[config.mk]
export PLATFORM = sky130hd
export DESIGN_NAME = acs_top
export DESIGN_NICKNAME = d
export VERILOG_FILES = /design/src/hdl/acs_pkg.sv /design/src/hdl/acs_sar.sv /design/src/hdl/acs_top.sv
export VERILOG_INCLUDE_DIRS = /design/src /design/src/hdl
export SDC_FILE = /design/constraint.sdc
export NUM_CORES = 1
export LEC_CHECK = 0
export BUFFER_PORTS_ARGS = -buffer_cell sky130_fd_sc_hd__buf_4
export CORE_UTILIZATION = 41
export CTS_CLUSTER_SIZE = 25
export DETAILED_ROUTE_END_ITERATION = 8
export MAX_ROUTING_LAYER = met4
export PLACE_DENSITY = 0.63
export SLEW_MARGIN = 20
export SYNTH_ARGS = -nofsm -noshare
export SYNTH_HDL_FRONTEND = slang
export SYNTH_SLANG_ARGS = --single-unit
export TNS_END_PERCENT = 50
[constraint.sdc]
create_clock -name clk -period 2.62 [get_ports clk]
set_input_delay 0.131 -clock clk [delete_from_list [all_inputs] [get_ports clk]]
set_output_delay 0.131 -clock clk [all_outputs]
set_load 0.01 [all_outputs]
[src/hdl/acs_regs.svh]
// Register offsets, field positions, reset values and timing counts of the
// conversion sequencer. Assumes an 8-bit register port and a 100 MHz clk.
`ifndef ACS_REGS_SVH
`define ACS_REGS_SVH

// ==========================================================
// Register offsets
`define ACS_OFF_CTRL 8'h00
`define ACS_OFF_CFG 8'h01
`define ACS_OFF_STAT 8'h02
`define ACS_OFF_RESH 8'h03
`define ACS_OFF_RESL 8'h04

// ==========================================================
// Field positions and reset values
`define ACS_CTRL_EN 0
`define ACS_CTRL_GO 1
`define ACS_CFG_CLK_LSB 0
`define ACS_CFG_IE 3
`define ACS_STAT_DONE 0
`define ACS_STAT_PWR 1
`define ACS_STAT_SLPOFF 2
`define ACS_CLKSEL_RST 3'h0
`define ACS_RES_RST 10'h000
`define ACS_RES_BITS 10

// ==========================================================
// Timing
`define ACS_CLK_NS 10
`define ACS_INSTR_NS 40
`define ACS_INSTR_CYC ((`ACS_INSTR_NS + `ACS_CLK_NS - 1) / `ACS_CLK_NS)
`define ACS_RC_TAD_NS 1600
`define ACS_RC_HALF_CYC (`ACS_RC_TAD_NS / 2 / `ACS_CLK_NS)
`define ACS_HALF_TOTAL 23
`define ACS_SAMPLE_HALF 3

`endif

[src/hdl/acs_pkg.sv]
// Types shared by the conversion sequencer and its approximation register.
// Assumes acs_regs.svh is on the include path.
`include "acs_regs.svh"

package acs_pkg;

   // ==========================================================
   // Sequencer states
   typedef enum logic [2:0] {
      ACS_IDLE = 3'b001,
      ACS_DELAY = 3'b010,
      ACS_CONV = 3'b100
   } acs_state_t;

   // ==========================================================
   // Whole state of the sequencer
   typedef struct packed {
      acs_state_t state;
      logic en;
      logic go;
      logic [2:0] clk_sel;
      logic ie;
      logic done;
      logic slp_off;
      logic wake;
      logic [5:0] div_cnt;
      logic [7:0] rc_cnt;
      logic [2:0] dly_cnt;
      logic [4:0] hcnt;
      logic [9:0] result;
      logic [7:0] rdata;
      logic cs1;
      logic cs2;
      logic cs3;
      logic cmp;
   } acs_core_t;

   // ==========================================================
   // Whole state of the approximation register
   typedef struct packed {
      logic [9:0] code;
      logic [3:0] idx;
      logic [3:0] nres;
      logic last;
   } acs_sar_t;

endpackage : acs_pkg

[src/hdl/acs_sar.sv]
// Successive approximation register: trial bits, resolution, partial fill.
// Assumes one step command per cycle from the sequencer on the same clock.
`timescale 1ns/10ps
`include "acs_regs.svh"

module acs_sar
   import acs_pkg::*;
(
   input wire logic clk,
   input wire logic sys_rst,
   input wire logic sar_clear,
   input wire logic sar_trial,
   input wire logic sar_resolve,
   input wire logic cmp_high,
   output logic [9:0] code,
   output logic [9:0] fill
);

   acs_sar_t q_r;
   acs_sar_t q_nxt;

   // ==========================================================
   // Step logic, most significant bit first
   always_comb begin
      q_nxt = q_r;
      if (sar_clear) begin
         q_nxt.code = `ACS_RES_RST;
         q_nxt.idx = 4'h9;
         q_nxt.nres = 4'h0;
         q_nxt.last = 1'b0;
      end else if (sar_trial) begin
         q_nxt.code[q_r.idx] = 1'b1;
      end else if (sar_resolve) begin
         q_nxt.code[q_r.idx] = cmp_high;
         q_nxt.last = cmp_high;
         q_nxt.nres = q_r.nres + 4'h1;
         q_nxt.idx = q_r.idx - 4'h1;
      end
   end

   always_ff @(posedge clk) begin
      if (sys_rst) begin
         q_r <= '{code: `ACS_RES_RST, idx: 4'h9, nres: 4'h0, last: 1'b0};
      end else begin
         q_r <= q_nxt;
      end
   end

   assign code = q_r.code;

   // ==========================================================
   // Unresolved positions take the most recently resolved value
   genvar i;
   generate
      for (i = 0; i < `ACS_RES_BITS; i = i + 1) begin : g_fill
         assign fill[i] = ((5'(i) + {1'b0, q_r.nres}) >= 5'h0A) ?
                          q_r.code[i] : q_r.last;
      end
   endgenerate

endmodule : acs_sar

[src/hdl/acs_top.sv]
// Conversion sequencer of a 10-bit successive approximation converter:
// register port, start by software or compare trigger, completion,
// termination, sleep handling and the bit-period timing.
// Assumes the analog comparator output arrives asynchronously on cmp_in,
// and sleep_in and cmp_trigger come from logic on clk.
`timescale 1ns/10ps
`include "acs_regs.svh"

module acs_top
   import acs_pkg::*;
(
   input wire logic clk,
   input wire logic sys_rst,
   input wire logic [7:0] reg_addr,
   input wire logic [7:0] reg_wdata,
   input wire logic reg_wr,
   input wire logic reg_rd,
   output logic [7:0] reg_rdata,
   input wire logic sleep_in,
   input wire logic cmp_trigger,
   input wire logic cmp_in,
   output logic trigger_timer_clear,
   output logic converter_powered,
   output logic sample_hold,
   output logic [9:0] dac_trial,
   output logic conversion_done_flag,
   output logic wake_req
);

   // ==========================================================
   // Decoding helpers
   function automatic logic is_rc_sel(input logic [2:0] sel);
      return (sel[1:0] == 2'b11);
   endfunction : is_rc_sel

   // Half of one bit period, in clk cycles, for the divided sources
   function automatic logic [5:0] half_len(input logic [2:0] sel);
      logic [5:0] n;
      n = 6'h01;
      case (sel)
         3'b000: n = 6'h01;
         3'b100: n = 6'h02;
         3'b001: n = 6'h04;
         3'b101: n = 6'h08;
         3'b010: n = 6'h10;
         3'b110: n = 6'h20;
         default: n = 6'h01;
      endcase
      return n;
   endfunction : half_len

   localparam logic [7:0] RC_HALF_LAST = 8'(`ACS_RC_HALF_CYC - 1);
   localparam logic [2:0] INSTR_LAST = 3'(`ACS_INSTR_CYC - 1);
   localparam logic [4:0] HALF_TOTAL = 5'(`ACS_HALF_TOTAL);
   localparam logic [4:0] SAMPLE_HALF = 5'(`ACS_SAMPLE_HALF);

   acs_core_t q_r;
   acs_core_t q_nxt;

   // ==========================================================
   // Approximation register
   logic sar_clear;
   logic sar_trial;
   logic sar_resolve;
   logic [9:0] sar_code;
   logic [9:0] sar_fill;

   acs_sar u_sar (
      .clk(clk),
      .sys_rst(sys_rst),
      .sar_clear(sar_clear),
      .sar_trial(sar_trial),
      .sar_resolve(sar_resolve),
      .cmp_high(q_r.cmp),
      .code(sar_code),
      .fill(sar_fill)
   );

   // ==========================================================
   // Decoded bus accesses
   logic wr_ctrl;
   logic wr_cfg;
   logic wr_stat;
   logic en_new;
   logic rc_mode;
   logic rc_tick;
   logic half_tick;
   logic [4:0] hcnt_inc;
   logic start_req;
   logic sw_stop;
   logic abort;
   logic sleep_abort;
   logic complete;
   logic done_set;
   logic done_clr;
   logic busy;

   assign wr_ctrl = reg_wr && (reg_addr == `ACS_OFF_CTRL);
   assign wr_cfg = reg_wr && (reg_addr == `ACS_OFF_CFG);
   assign wr_stat = reg_wr && (reg_addr == `ACS_OFF_STAT);
   assign busy = (q_r.state != ACS_IDLE);
   assign rc_mode = is_rc_sel(q_r.clk_sel);

   // ==========================================================
   // Next state
   always_comb begin
      q_nxt = q_r;
      sar_clear = 1'b0;
      sar_trial = 1'b0;
      sar_resolve = 1'b0;
      complete = 1'b0;
      done_set = 1'b0;

      // Comparator sync; value moves only when stages two and three agree
      q_nxt.cs1 = cmp_in;
      q_nxt.cs2 = q_r.cs1;
      q_nxt.cs3 = q_r.cs2;
      if (q_r.cs2 == q_r.cs3) begin
         q_nxt.cmp = q_r.cs3;
      end

      // Free running divider of the dedicated RC source
      rc_tick = (q_r.rc_cnt == RC_HALF_LAST);
      q_nxt.rc_cnt = rc_tick ? 8'h00 : q_r.rc_cnt + 8'h01;

      // Configuration; changing the source mid conversion is not guarded
      if (wr_cfg) begin
         q_nxt.clk_sel = reg_wdata[`ACS_CFG_CLK_LSB +: 3];
         q_nxt.ie = reg_wdata[`ACS_CFG_IE];
      end

      en_new = wr_ctrl ? reg_wdata[`ACS_CTRL_EN] : q_r.en;
      q_nxt.en = en_new;

      // Start when enabled and not switched off by sleep
      start_req = !busy && en_new && !q_r.slp_off &&
                  ((wr_ctrl && reg_wdata[`ACS_CTRL_GO]) || cmp_trigger);
      sw_stop = busy && wr_ctrl && !reg_wdata[`ACS_CTRL_GO];
      sleep_abort = sleep_in && !rc_mode;
      abort = busy && (!en_new || sleep_abort);

      // Bit period timing in half periods
      if (rc_mode) begin
         half_tick = rc_tick;
      end else begin
         half_tick = (q_r.div_cnt == (half_len(q_r.clk_sel) - 6'h01));
      end
      hcnt_inc = q_r.hcnt + 5'h01;

      // Sleep power handling; enable bit itself is left untouched
      if (sleep_abort) begin
         q_nxt.slp_off = 1'b1;
      end
      if (!sleep_in) begin
         q_nxt.slp_off = 1'b0;
         q_nxt.wake = 1'b0;
      end

      case (q_r.state)
         ACS_IDLE: begin
            if (start_req) begin
               q_nxt.go = 1'b1;
               sar_clear = 1'b1;
               q_nxt.div_cnt = 6'h00;
               q_nxt.hcnt = 5'h00;
               q_nxt.dly_cnt = 3'h0;
               if (rc_mode) begin
                  q_nxt.state = ACS_DELAY;
               end else begin
                  q_nxt.state = ACS_CONV;
               end
            end else begin
               q_nxt.go = 1'b0;
            end
         end
         ACS_DELAY: begin
            // Extra instruction cycle lets the core reach sleep first
            if (abort) begin
               q_nxt.go = 1'b0;
               q_nxt.state = ACS_IDLE;
            end else if (sw_stop) begin
               q_nxt.go = 1'b0;
               q_nxt.result = sar_fill;
               q_nxt.state = ACS_IDLE;
            end else if (q_r.dly_cnt == INSTR_LAST) begin
               q_nxt.state = ACS_CONV;
               // Restart the RC divider so the first half period is a full one
               q_nxt.rc_cnt = 8'h00;
            end else begin
               q_nxt.dly_cnt = q_r.dly_cnt + 3'h1;
            end
         end
         ACS_CONV: begin
            if (half_tick) begin
               q_nxt.div_cnt = 6'h00;
               q_nxt.hcnt = hcnt_inc;
            end else begin
               q_nxt.div_cnt = q_r.div_cnt + 6'h01;
            end
            // Trial bit on odd half ticks, resolution on even ones
            if (half_tick && hcnt_inc >= SAMPLE_HALF && hcnt_inc < HALF_TOTAL) begin
               if (hcnt_inc[0]) begin
                  sar_trial = 1'b1;
               end else begin
                  sar_resolve = 1'b1;
               end
            end
            complete = half_tick && (hcnt_inc == HALF_TOTAL);
            if (abort) begin
               // Enable loss or sleep abort leaves the results untouched
               q_nxt.go = 1'b0;
               q_nxt.state = ACS_IDLE;
            end else if (complete) begin
               // Completion beats a termination written in the same cycle
               q_nxt.go = 1'b0;
               done_set = 1'b1;
               q_nxt.result = sar_code;
               q_nxt.state = ACS_IDLE;
               if (sleep_in && q_r.ie) begin
                  q_nxt.wake = 1'b1;
               end
               if (sleep_in && !q_r.ie) begin
                  q_nxt.slp_off = 1'b1;
               end
            end else if (sw_stop) begin
               q_nxt.go = 1'b0;
               q_nxt.result = sar_fill;
               q_nxt.state = ACS_IDLE;
            end
         end
         default: begin
            q_nxt.state = ACS_IDLE;
            q_nxt.go = 1'b0;
         end
      endcase

      // Hardware sets, software clears by writing one; set wins
      done_clr = wr_stat && reg_wdata[`ACS_STAT_DONE];
      q_nxt.done = (q_r.done && !done_clr) || done_set;

      // Read data stands in the cycle after the strobe only
      q_nxt.rdata = 8'h00;
      if (reg_rd) begin
         case (reg_addr)
            `ACS_OFF_CTRL: begin
               q_nxt.rdata = {6'h00, q_r.go, q_r.en};
            end
            `ACS_OFF_CFG: begin
               q_nxt.rdata = {4'h0, q_r.ie, q_r.clk_sel};
            end
            `ACS_OFF_STAT: begin
               q_nxt.rdata = {5'h00, q_r.slp_off, converter_powered, q_r.done};
            end
            `ACS_OFF_RESH: begin
               q_nxt.rdata = {6'h00, q_r.result[9:8]};
            end
            `ACS_OFF_RESL: begin
               q_nxt.rdata = q_r.result[7:0];
            end
            default: begin
               q_nxt.rdata = 8'h00;
            end
         endcase
      end
   end

   // ==========================================================
   // State register
   always_ff @(posedge clk) begin
      if (sys_rst) begin
         // Every field returns to its reset value; conversion ends
         q_r <= '{
            state: ACS_IDLE,
            en: 1'b0,
            go: 1'b0,
            clk_sel: `ACS_CLKSEL_RST,
            ie: 1'b0,
            done: 1'b0,
            slp_off: 1'b0,
            wake: 1'b0,
            div_cnt: 6'h00,
            rc_cnt: 8'h00,
            dly_cnt: 3'h0,
            hcnt: 5'h00,
            result: `ACS_RES_RST,
            rdata: 8'h00,
            cs1: 1'b0,
            cs2: 1'b0,
            cs3: 1'b0,
            cmp: 1'b0
         };
      end else begin
         q_r <= q_nxt;
      end
   end

   // ==========================================================
   // Outputs
   // Timer clear follows the trigger in the same cycle, one cycle before go reads as set
   assign trigger_timer_clear = cmp_trigger;
   assign converter_powered = q_r.en && !q_r.slp_off;
   assign sample_hold = (q_r.state == ACS_CONV);
   assign dac_trial = sar_code;
   assign conversion_done_flag = q_r.done;
   assign wake_req = q_r.wake;
   assign reg_rdata = q_r.rdata;

endmodule : acs_top

## Word-level counts from Yosys, hierarchy flattened

Cells that the tools add are included.

| operators by class | value |
|---|---|
| reduce and logical (&&, ||, !) cells | 43 |
| magnitude comparators | 14 |
| multiplexer cells | 70 |
| $add $sub $neg | 16 |
| equal/unequal tests | 27 |
| bitwise gates (word level) | 3 |

Operators with widths:

| operator | count |
|---|---|
| 2-to-1 mux 10 bit | 5 |
| >= comparator 5 x 4 -> 1 bit, second input constant | 9 |
| case mux 8 bit (5 select lines) | 1 |
| 2-to-1 mux 8 bit | 4 |
| 2-to-1 mux 1 bit | 31 |
| case mux 6 bit (5 select lines) | 1 |
| 2-to-1 mux 3 bit | 9 |
| 2-to-1 mux 11 bit | 2 |
| adder 3 x 4 -> 5 bit, first input constant | 4 |
| logical AND 1 bit | 20 |
| case mux 10 bit (2 select lines) | 1 |
| 2-to-1 mux 19 bit | 1 |
| 2-to-1 mux 6 bit | 3 |
| equality test 8 x 2 -> 1 bit, second input constant | 2 |
| equality test 3 bit, second input constant | 4 |
| case mux 6 bit (2 select lines) | 1 |
| adder 2 x 4 -> 5 bit, first input constant | 2 |
| adder 4 x 4 -> 5 bit, first input constant | 2 |
| bitwise mux 10 bit | 1 |
| != test 2 bit, second input constant | 5 |
| bitwise OR 10 bit | 1 |
| case mux 5 bit (2 select lines) | 1 |
| equality test 3 x 2 -> 1 bit, second input constant | 3 |
| case mux 3 bit (3 select lines) | 1 |
| 39 further kinds | 59 |

| storage, ports and cells | value |
|---|---|
| flip-flop bits (word level) | 75 |
| input bits | 23 |
| output and inout port bits | 23 |

## Logic depth before layout (Yosys ltp)

| logic depth | value |
|---|---|
| word-level depth | 12 |
| mapped depth | 10 |
| gate-level depth less buffers | 9 |

## By module

A second synthesis with hierarchy kept.

| second synthesis, totals | value |
|---|---|
| cell total of the unflattened synthesis | 547 |
| area, all modules | 4551.9 um^2 |

By module, submodules not included:

| module | area each (um^2) | instances | cells each |
|---|---|---|---|
| acs_top | 3126.7 | 1 | 375 |
| acs_sar | 1425.1 | 1 | 172 |

## Worst setup path after synthesis

Ideal clock, no wire load.

| timing | value |
|---|---|
| path type | flip-flop to flip-flop |
| start | register q_r[49] in the netlist's numbering |
| end | register u_sar.q_r[8] in the netlist's numbering |
| path slack | 0.368 ns |
| arrival time | 2.138 ns |
| library setup time | 0.114 ns |
| data required time | 2.506 ns |
| clock period less this slack | 2.252 ns |
| buffers on the path | 3 |
| stages on the path, launching flop included | 11 |
| cell sequence | dfxtp_1 buf_2 nor4b_2 a32oi_1 a2111o_1 a21oi_4 and3_1 buf_4 buf_6 nand3_1 a21o_1 |

| on the way | value |
|---|---|
| word-level cells in the longest chain between the ends | 12 |

RTL lines:

| item | RTL line | source |
|---|---|---|
| start: declaration | acs_top.sv:57 | `acs_core_t q_r;` |
| start signal: assignment | acs_top.sv:272 | `q_r <= '{` |
| start signal: assignment | acs_top.sv:293 | `q_r <= q_nxt;` |
| equality test 3 bit, or another cell as far along | acs_top.sv:40 | `case (sel)` |
| case mux 6 bit (5 select lines) | acs_top.sv:40 |  |
| 2-to-1 mux 6 bit | acs_top.sv:143 | `if (rc_mode) begin` |
| subtractor 6 x 1 -> 6 bit | acs_top.sv:146 | `half_tick = (q_r.div_cnt == (half_len(q_r.clk_sel) - 6'h01));` |
| equality test 6 bit | acs_top.sv:146 |  |
| 2-to-1 mux 1 bit * | acs_top.sv:143 |  |
| logical AND 1 bit * (2 in a row) | acs_top.sv:201 | `if (half_tick && hcnt_inc >= SAMPLE_HALF && hcnt_inc < HALF_TOTAL) begin` |
| 2-to-1 mux 1 bit | acs_top.sv:201 |  |
| 2-to-1 mux 1 bit | acs_top.sv:159 | `case (q_r.state)` |
| NOT 1 bit (no source line) | n/a |  |
| AND reduction 2 bit (no source line) * | n/a |  |
| end signal: assignment | acs_sar.sv:43 | `` q_r <= '{code: `ACS_RES_RST, idx: 4'h9, nres: 4'h0, last: 1'b0}; `` |
| end signal: assignment | acs_sar.sv:45 | `q_r <= q_nxt;` |
| end: declaration | acs_sar.sv:19 | `acs_sar_t q_r;` |

Mark *: on every way between the ends. The rest lies on a longest branch, timed or not. The select of a mux whose other input is x is not followed.
A chain may end at the register's enable or synchronous reset.

## Worst setup path after layout

| timing | value |
|---|---|
| start | register q_r[48] in the netlist's numbering |
| end | register u_sar.q_r (netlist bit u_sar.code[7]) |

| on the way | value |
|---|---|
| word-level cells in the longest chain between the ends | 11 |

RTL lines:

| item | RTL line |
|---|---|
| equality test 3 bit, or another cell as far along | acs_top.sv:40 |
| case mux 6 bit (5 select lines) | acs_top.sv:40 |
| 2-to-1 mux 6 bit | acs_top.sv:143 |
| subtractor 6 x 1 -> 6 bit | acs_top.sv:146 |
| equality test 6 bit | acs_top.sv:146 |
| 2-to-1 mux 1 bit * | acs_top.sv:143 |
| logical AND 1 bit * (2 in a row) | acs_top.sv:201 |
| 2-to-1 mux 1 bit | acs_top.sv:201 |
| 2-to-1 mux 1 bit | acs_top.sv:159 |
| 2-to-1 mux 10 bit / nonzero test 2 bit (equally long branches) | n/a |

Marked as above.

==> impl_metrics.env <==
export IMPL_critical_path_endpoint_type="flip-flop"
export IMPL_setup_viol=0
export IMPL_worstPathRequired_ns=2.87
export IMPL_fin_skew_ns=0.0115
export IMPL_hold_start="reg_wdata[2]"
export IMPL_synth_edf_count=0
export IMPL_synth_top_cell_area_share=0.344
export IMPL_status="completed"
export IMPL_syn_to_final_growth_pct=14.1
export IMPL_die_area_um2=11100
export IMPL_clockBufferDepth=2
export IMPL_synth_area_top_cells="dfxtp_1 34%, ha_1 5.7%, nor2_1 5.4%, nand2_1 4.2%, a21oi_1 3.5%"
export IMPL_maxSlewHeadroom=0.626
export IMPL_max_clock_freq_ghz=0.404
export IMPL_place_congestion=0.906
export IMPL_max_cap_violations=0
export IMPL_grt_max_degree=40
export IMPL_diodes=0
export IMPL_fin_crit_ns=2.47
export IMPL_drt_wirelength_per_cell_um=14.6
export IMPL_cp_data_arrival_time_ns=2.73
export IMPL_p_leak_uw=0.00200
export IMPL_min_path_type="input port to flip-flop"
export IMPL_rows=37
export IMPL_grt_pass1_wl_um=17500
export IMPL_worst_slew_pin_slew_ns=0.561
export IMPL_rrSetupSlack_ns=0.15
export IMPL_cts_tree="yes"
export IMPL_final_core_util=0.483
export IMPL_period_share=0.944
export IMPL_cp_max_fo=18
export IMPL_track_usage=0.203
export IMPL_synth_area_um2=4370
export IMPL_io_buffers=41
export IMPL_drt_wl_total_um=10400
export IMPL_clock_root_buffer="clkbuf_8"
export IMPL_vdd_drop_max_mv=0.174
export IMPL_avgSynthCellArea_um2=8.20
export IMPL_drt_iter0_markers=273
export IMPL_path_clk_slew_ns=0.08
export IMPL_yosysWarnings=0
export IMPL_grt_antenna_before_repair=0
export IMPL_drive_gt1_frac=0.166
export IMPL_synth_seq_area_share=0.344
export IMPL_yosysUniqueCellTypes=66
export IMPL_setup_worst_path_start_class="flip-flop"
export IMPL_ys_flop_type="dfxtp_1"
export IMPL_finalHoldViolations=0
export IMPL_cts_setup_buffers=0
export IMPL_hpwl_um=7790
export IMPL_synth_seq_cells=75
export IMPL_drtPass1Iterations=5
export IMPL_overflow=0
export IMPL_via_per_inst=5.60
export IMPL_cts_buffers=9
export IMPL_core_area_um2=10300
export IMPL_vias=3969
export IMPL_dieHeight_um=105
export IMPL_r2r_start="q_r[48]"
export IMPL_ys_async_sr_fraction=0
export IMPL_finalSetupTns_ns=0
export IMPL_cts_sinks=75
export IMPL_regToRegEndpoint="u_sar.code[7]"
export IMPL_grt_pass1_vias=3695
export IMPL_synthCells=533
export IMPL_clk_latency_ns=0.35
export IMPL_hold_depth=3
export IMPL_ant_nets=0
export IMPL_worstSetupPathType="flip-flop to flip-flop"
export IMPL_cts_max_level=3
export IMPL_initial_core_util=0.423
export IMPL_dieWidth_um=105
export IMPL_rsz0062_at_grt="no"
export IMPL_r2r_cells=8
export IMPL_nets=611
export IMPL_ioPinCount=46
export IMPL_drc_errors=0
export IMPL_yosys_area_top_type="dfxtp_1"
export IMPL_final_max_slew_violation_count=0
export IMPL_synth_fp_nets=576
export IMPL_p_per_area_nw_per_um2=423
export IMPL_min_to="q_r[50]"
## metrics by stage
stage	hold WS [ns]	total power (µW)	setup slack, ns	area, µm²	instances
5_1_grt	0.0276	2200	0.000681	4990	709
4_1_cts	0.00444	2140	0.141	4980	709
3_3_place_gp	0.340	1260	0.183	4770	691
6_report	0.0216	2110	0.147	4990	709
2_1_floorplan	0.259	1220	0.368	4370	533
3_5_place_dp	0.347	1260	0.154	4770	691
## cell usage after synthesis (4+ instances only)
cell and number:
a211o_1 4, a211oi_1 11, a21o_1 13, a21oi_1 31
a221oi_1 5, a22oi_1 4, a31oi_1 13, a32oi_1 4
and2_1 9, and3_1 5, buf_2 5, buf_4 20
clkbuf_1 9, dfxtp_1 75, ha_1 20, inv_1 22
mux2i_1 11, nand2_1 49, nand2b_1 7, nand3_1 21
nor2_1 63, nor2b_1 9, nor3_1 18, o21a_1 4
o21ai_0 24, or3_1 7, xnor2_1 7, xor2_1 5
## critical path, stage by stage, from the launching register on
cell and delay (ns):
dfxtp_1 0.52, nand3b_1 0.12, a21o_1 0.19, a2111o_1 0.53, a21oi_4 0.27, and3_1 0.24, buf_12 0.16, nand3_1 0.08
a32o_1 0.26
## state kept, by name, summed over array words and instances, names as in the netlist
| signal | count |
|---|---|
| u_sar.q_r | 9 |
| q_r | 44 |
| reg_rdata | 8 |
| conversion_done_flag | 1 |
| wake_req | 1 |
| u_sar.code | 10 |
| q_nxt | 2 |
## timing repair
item | in CTS | in global routing
gates resized for setup | 0 | 2
endpoints found under the setup margin | 0 | 5
hold buffers | 2 | 0
endpoints found under the hold margin | 2 | 0
## worst max path at each step
stage / to / from / slack, ns / depth (start not counted)
after floorplan: u_sar.q_r[8] / q_r[49] / 0.37 / 10
after global placement: u_sar.code[7] / q_r[48] / 0.18 / 9
after detailed placement: u_sar.code[7] / q_r[48] / 0.15 / 9
after CTS: u_sar.code[7] / q_r[48] / 0.14 / 9
after global routing: u_sar.code[7] / q_r[48] / 0.0007 / 9
final: u_sar.code[7] / q_r[48] / 0.15 / 8
## cells in the final DEF, fill, tap and decap left out, drive strengths merged, types with 4 or more instances in the layout
master / instances
a32oi: 4
and3: 5
ha: 20
a22oi: 4
a21oi: 33
nand2b: 7
nand3: 21
nor4b: 4
o21a: 4
a221oi: 5
a211o: 4
nor3b: 4
a31oi: 13
a211oi: 13
o21ai: 25
nand2: 49
and2: 10
nor2: 63
dfxtp: 75
a21o: 13
nor2b: 9
xor2: 5
xnor2: 7
inv: 22
nor4: 4
clkbuf: 14
nor3: 18
mux2i: 11
or3: 7
buf: 61
## routing by layer
metal	routed length, µm	global-route usage
met3	614	0.0390
met5	0	-
met1	4940	0.264
met2	4630	0.308
met4	176	0.0835
## where the power goes
group	leakage, µW	internal [µW]	switching, µW	total, µW
registers	0.000605	1150	5.33	1150
clock network	0.0000947	467	410	876
logic	0.00130	37.6	46.5	84.2
## layout make-up
cell class / count / area, µm²
fillers: 1009 / 5340
multi-input cells: 397 / 2560
flip-flops and latches: 75 / 1500
repair buffers: 63 / 490
well taps: 136 / 170
clock buffers: 14 / 153
inverters: 22 / 82.6
clock inverters: 2 / 35.0
## cells by family (layout without fill, tap and decap cells)
family          count (synthesis)  in the layout  synth area share
flops                          75             75             0.344
buf+inv                        61            101            0.0744
compound gates                139            139             0.219
mux                            12             12            0.0278
xor+xnor                       12             12            0.0240
fa+ha+maj                      20             20            0.0573
simple gates                  214            214             0.254
No activity file was read; power rests on OpenSTA's default activity.
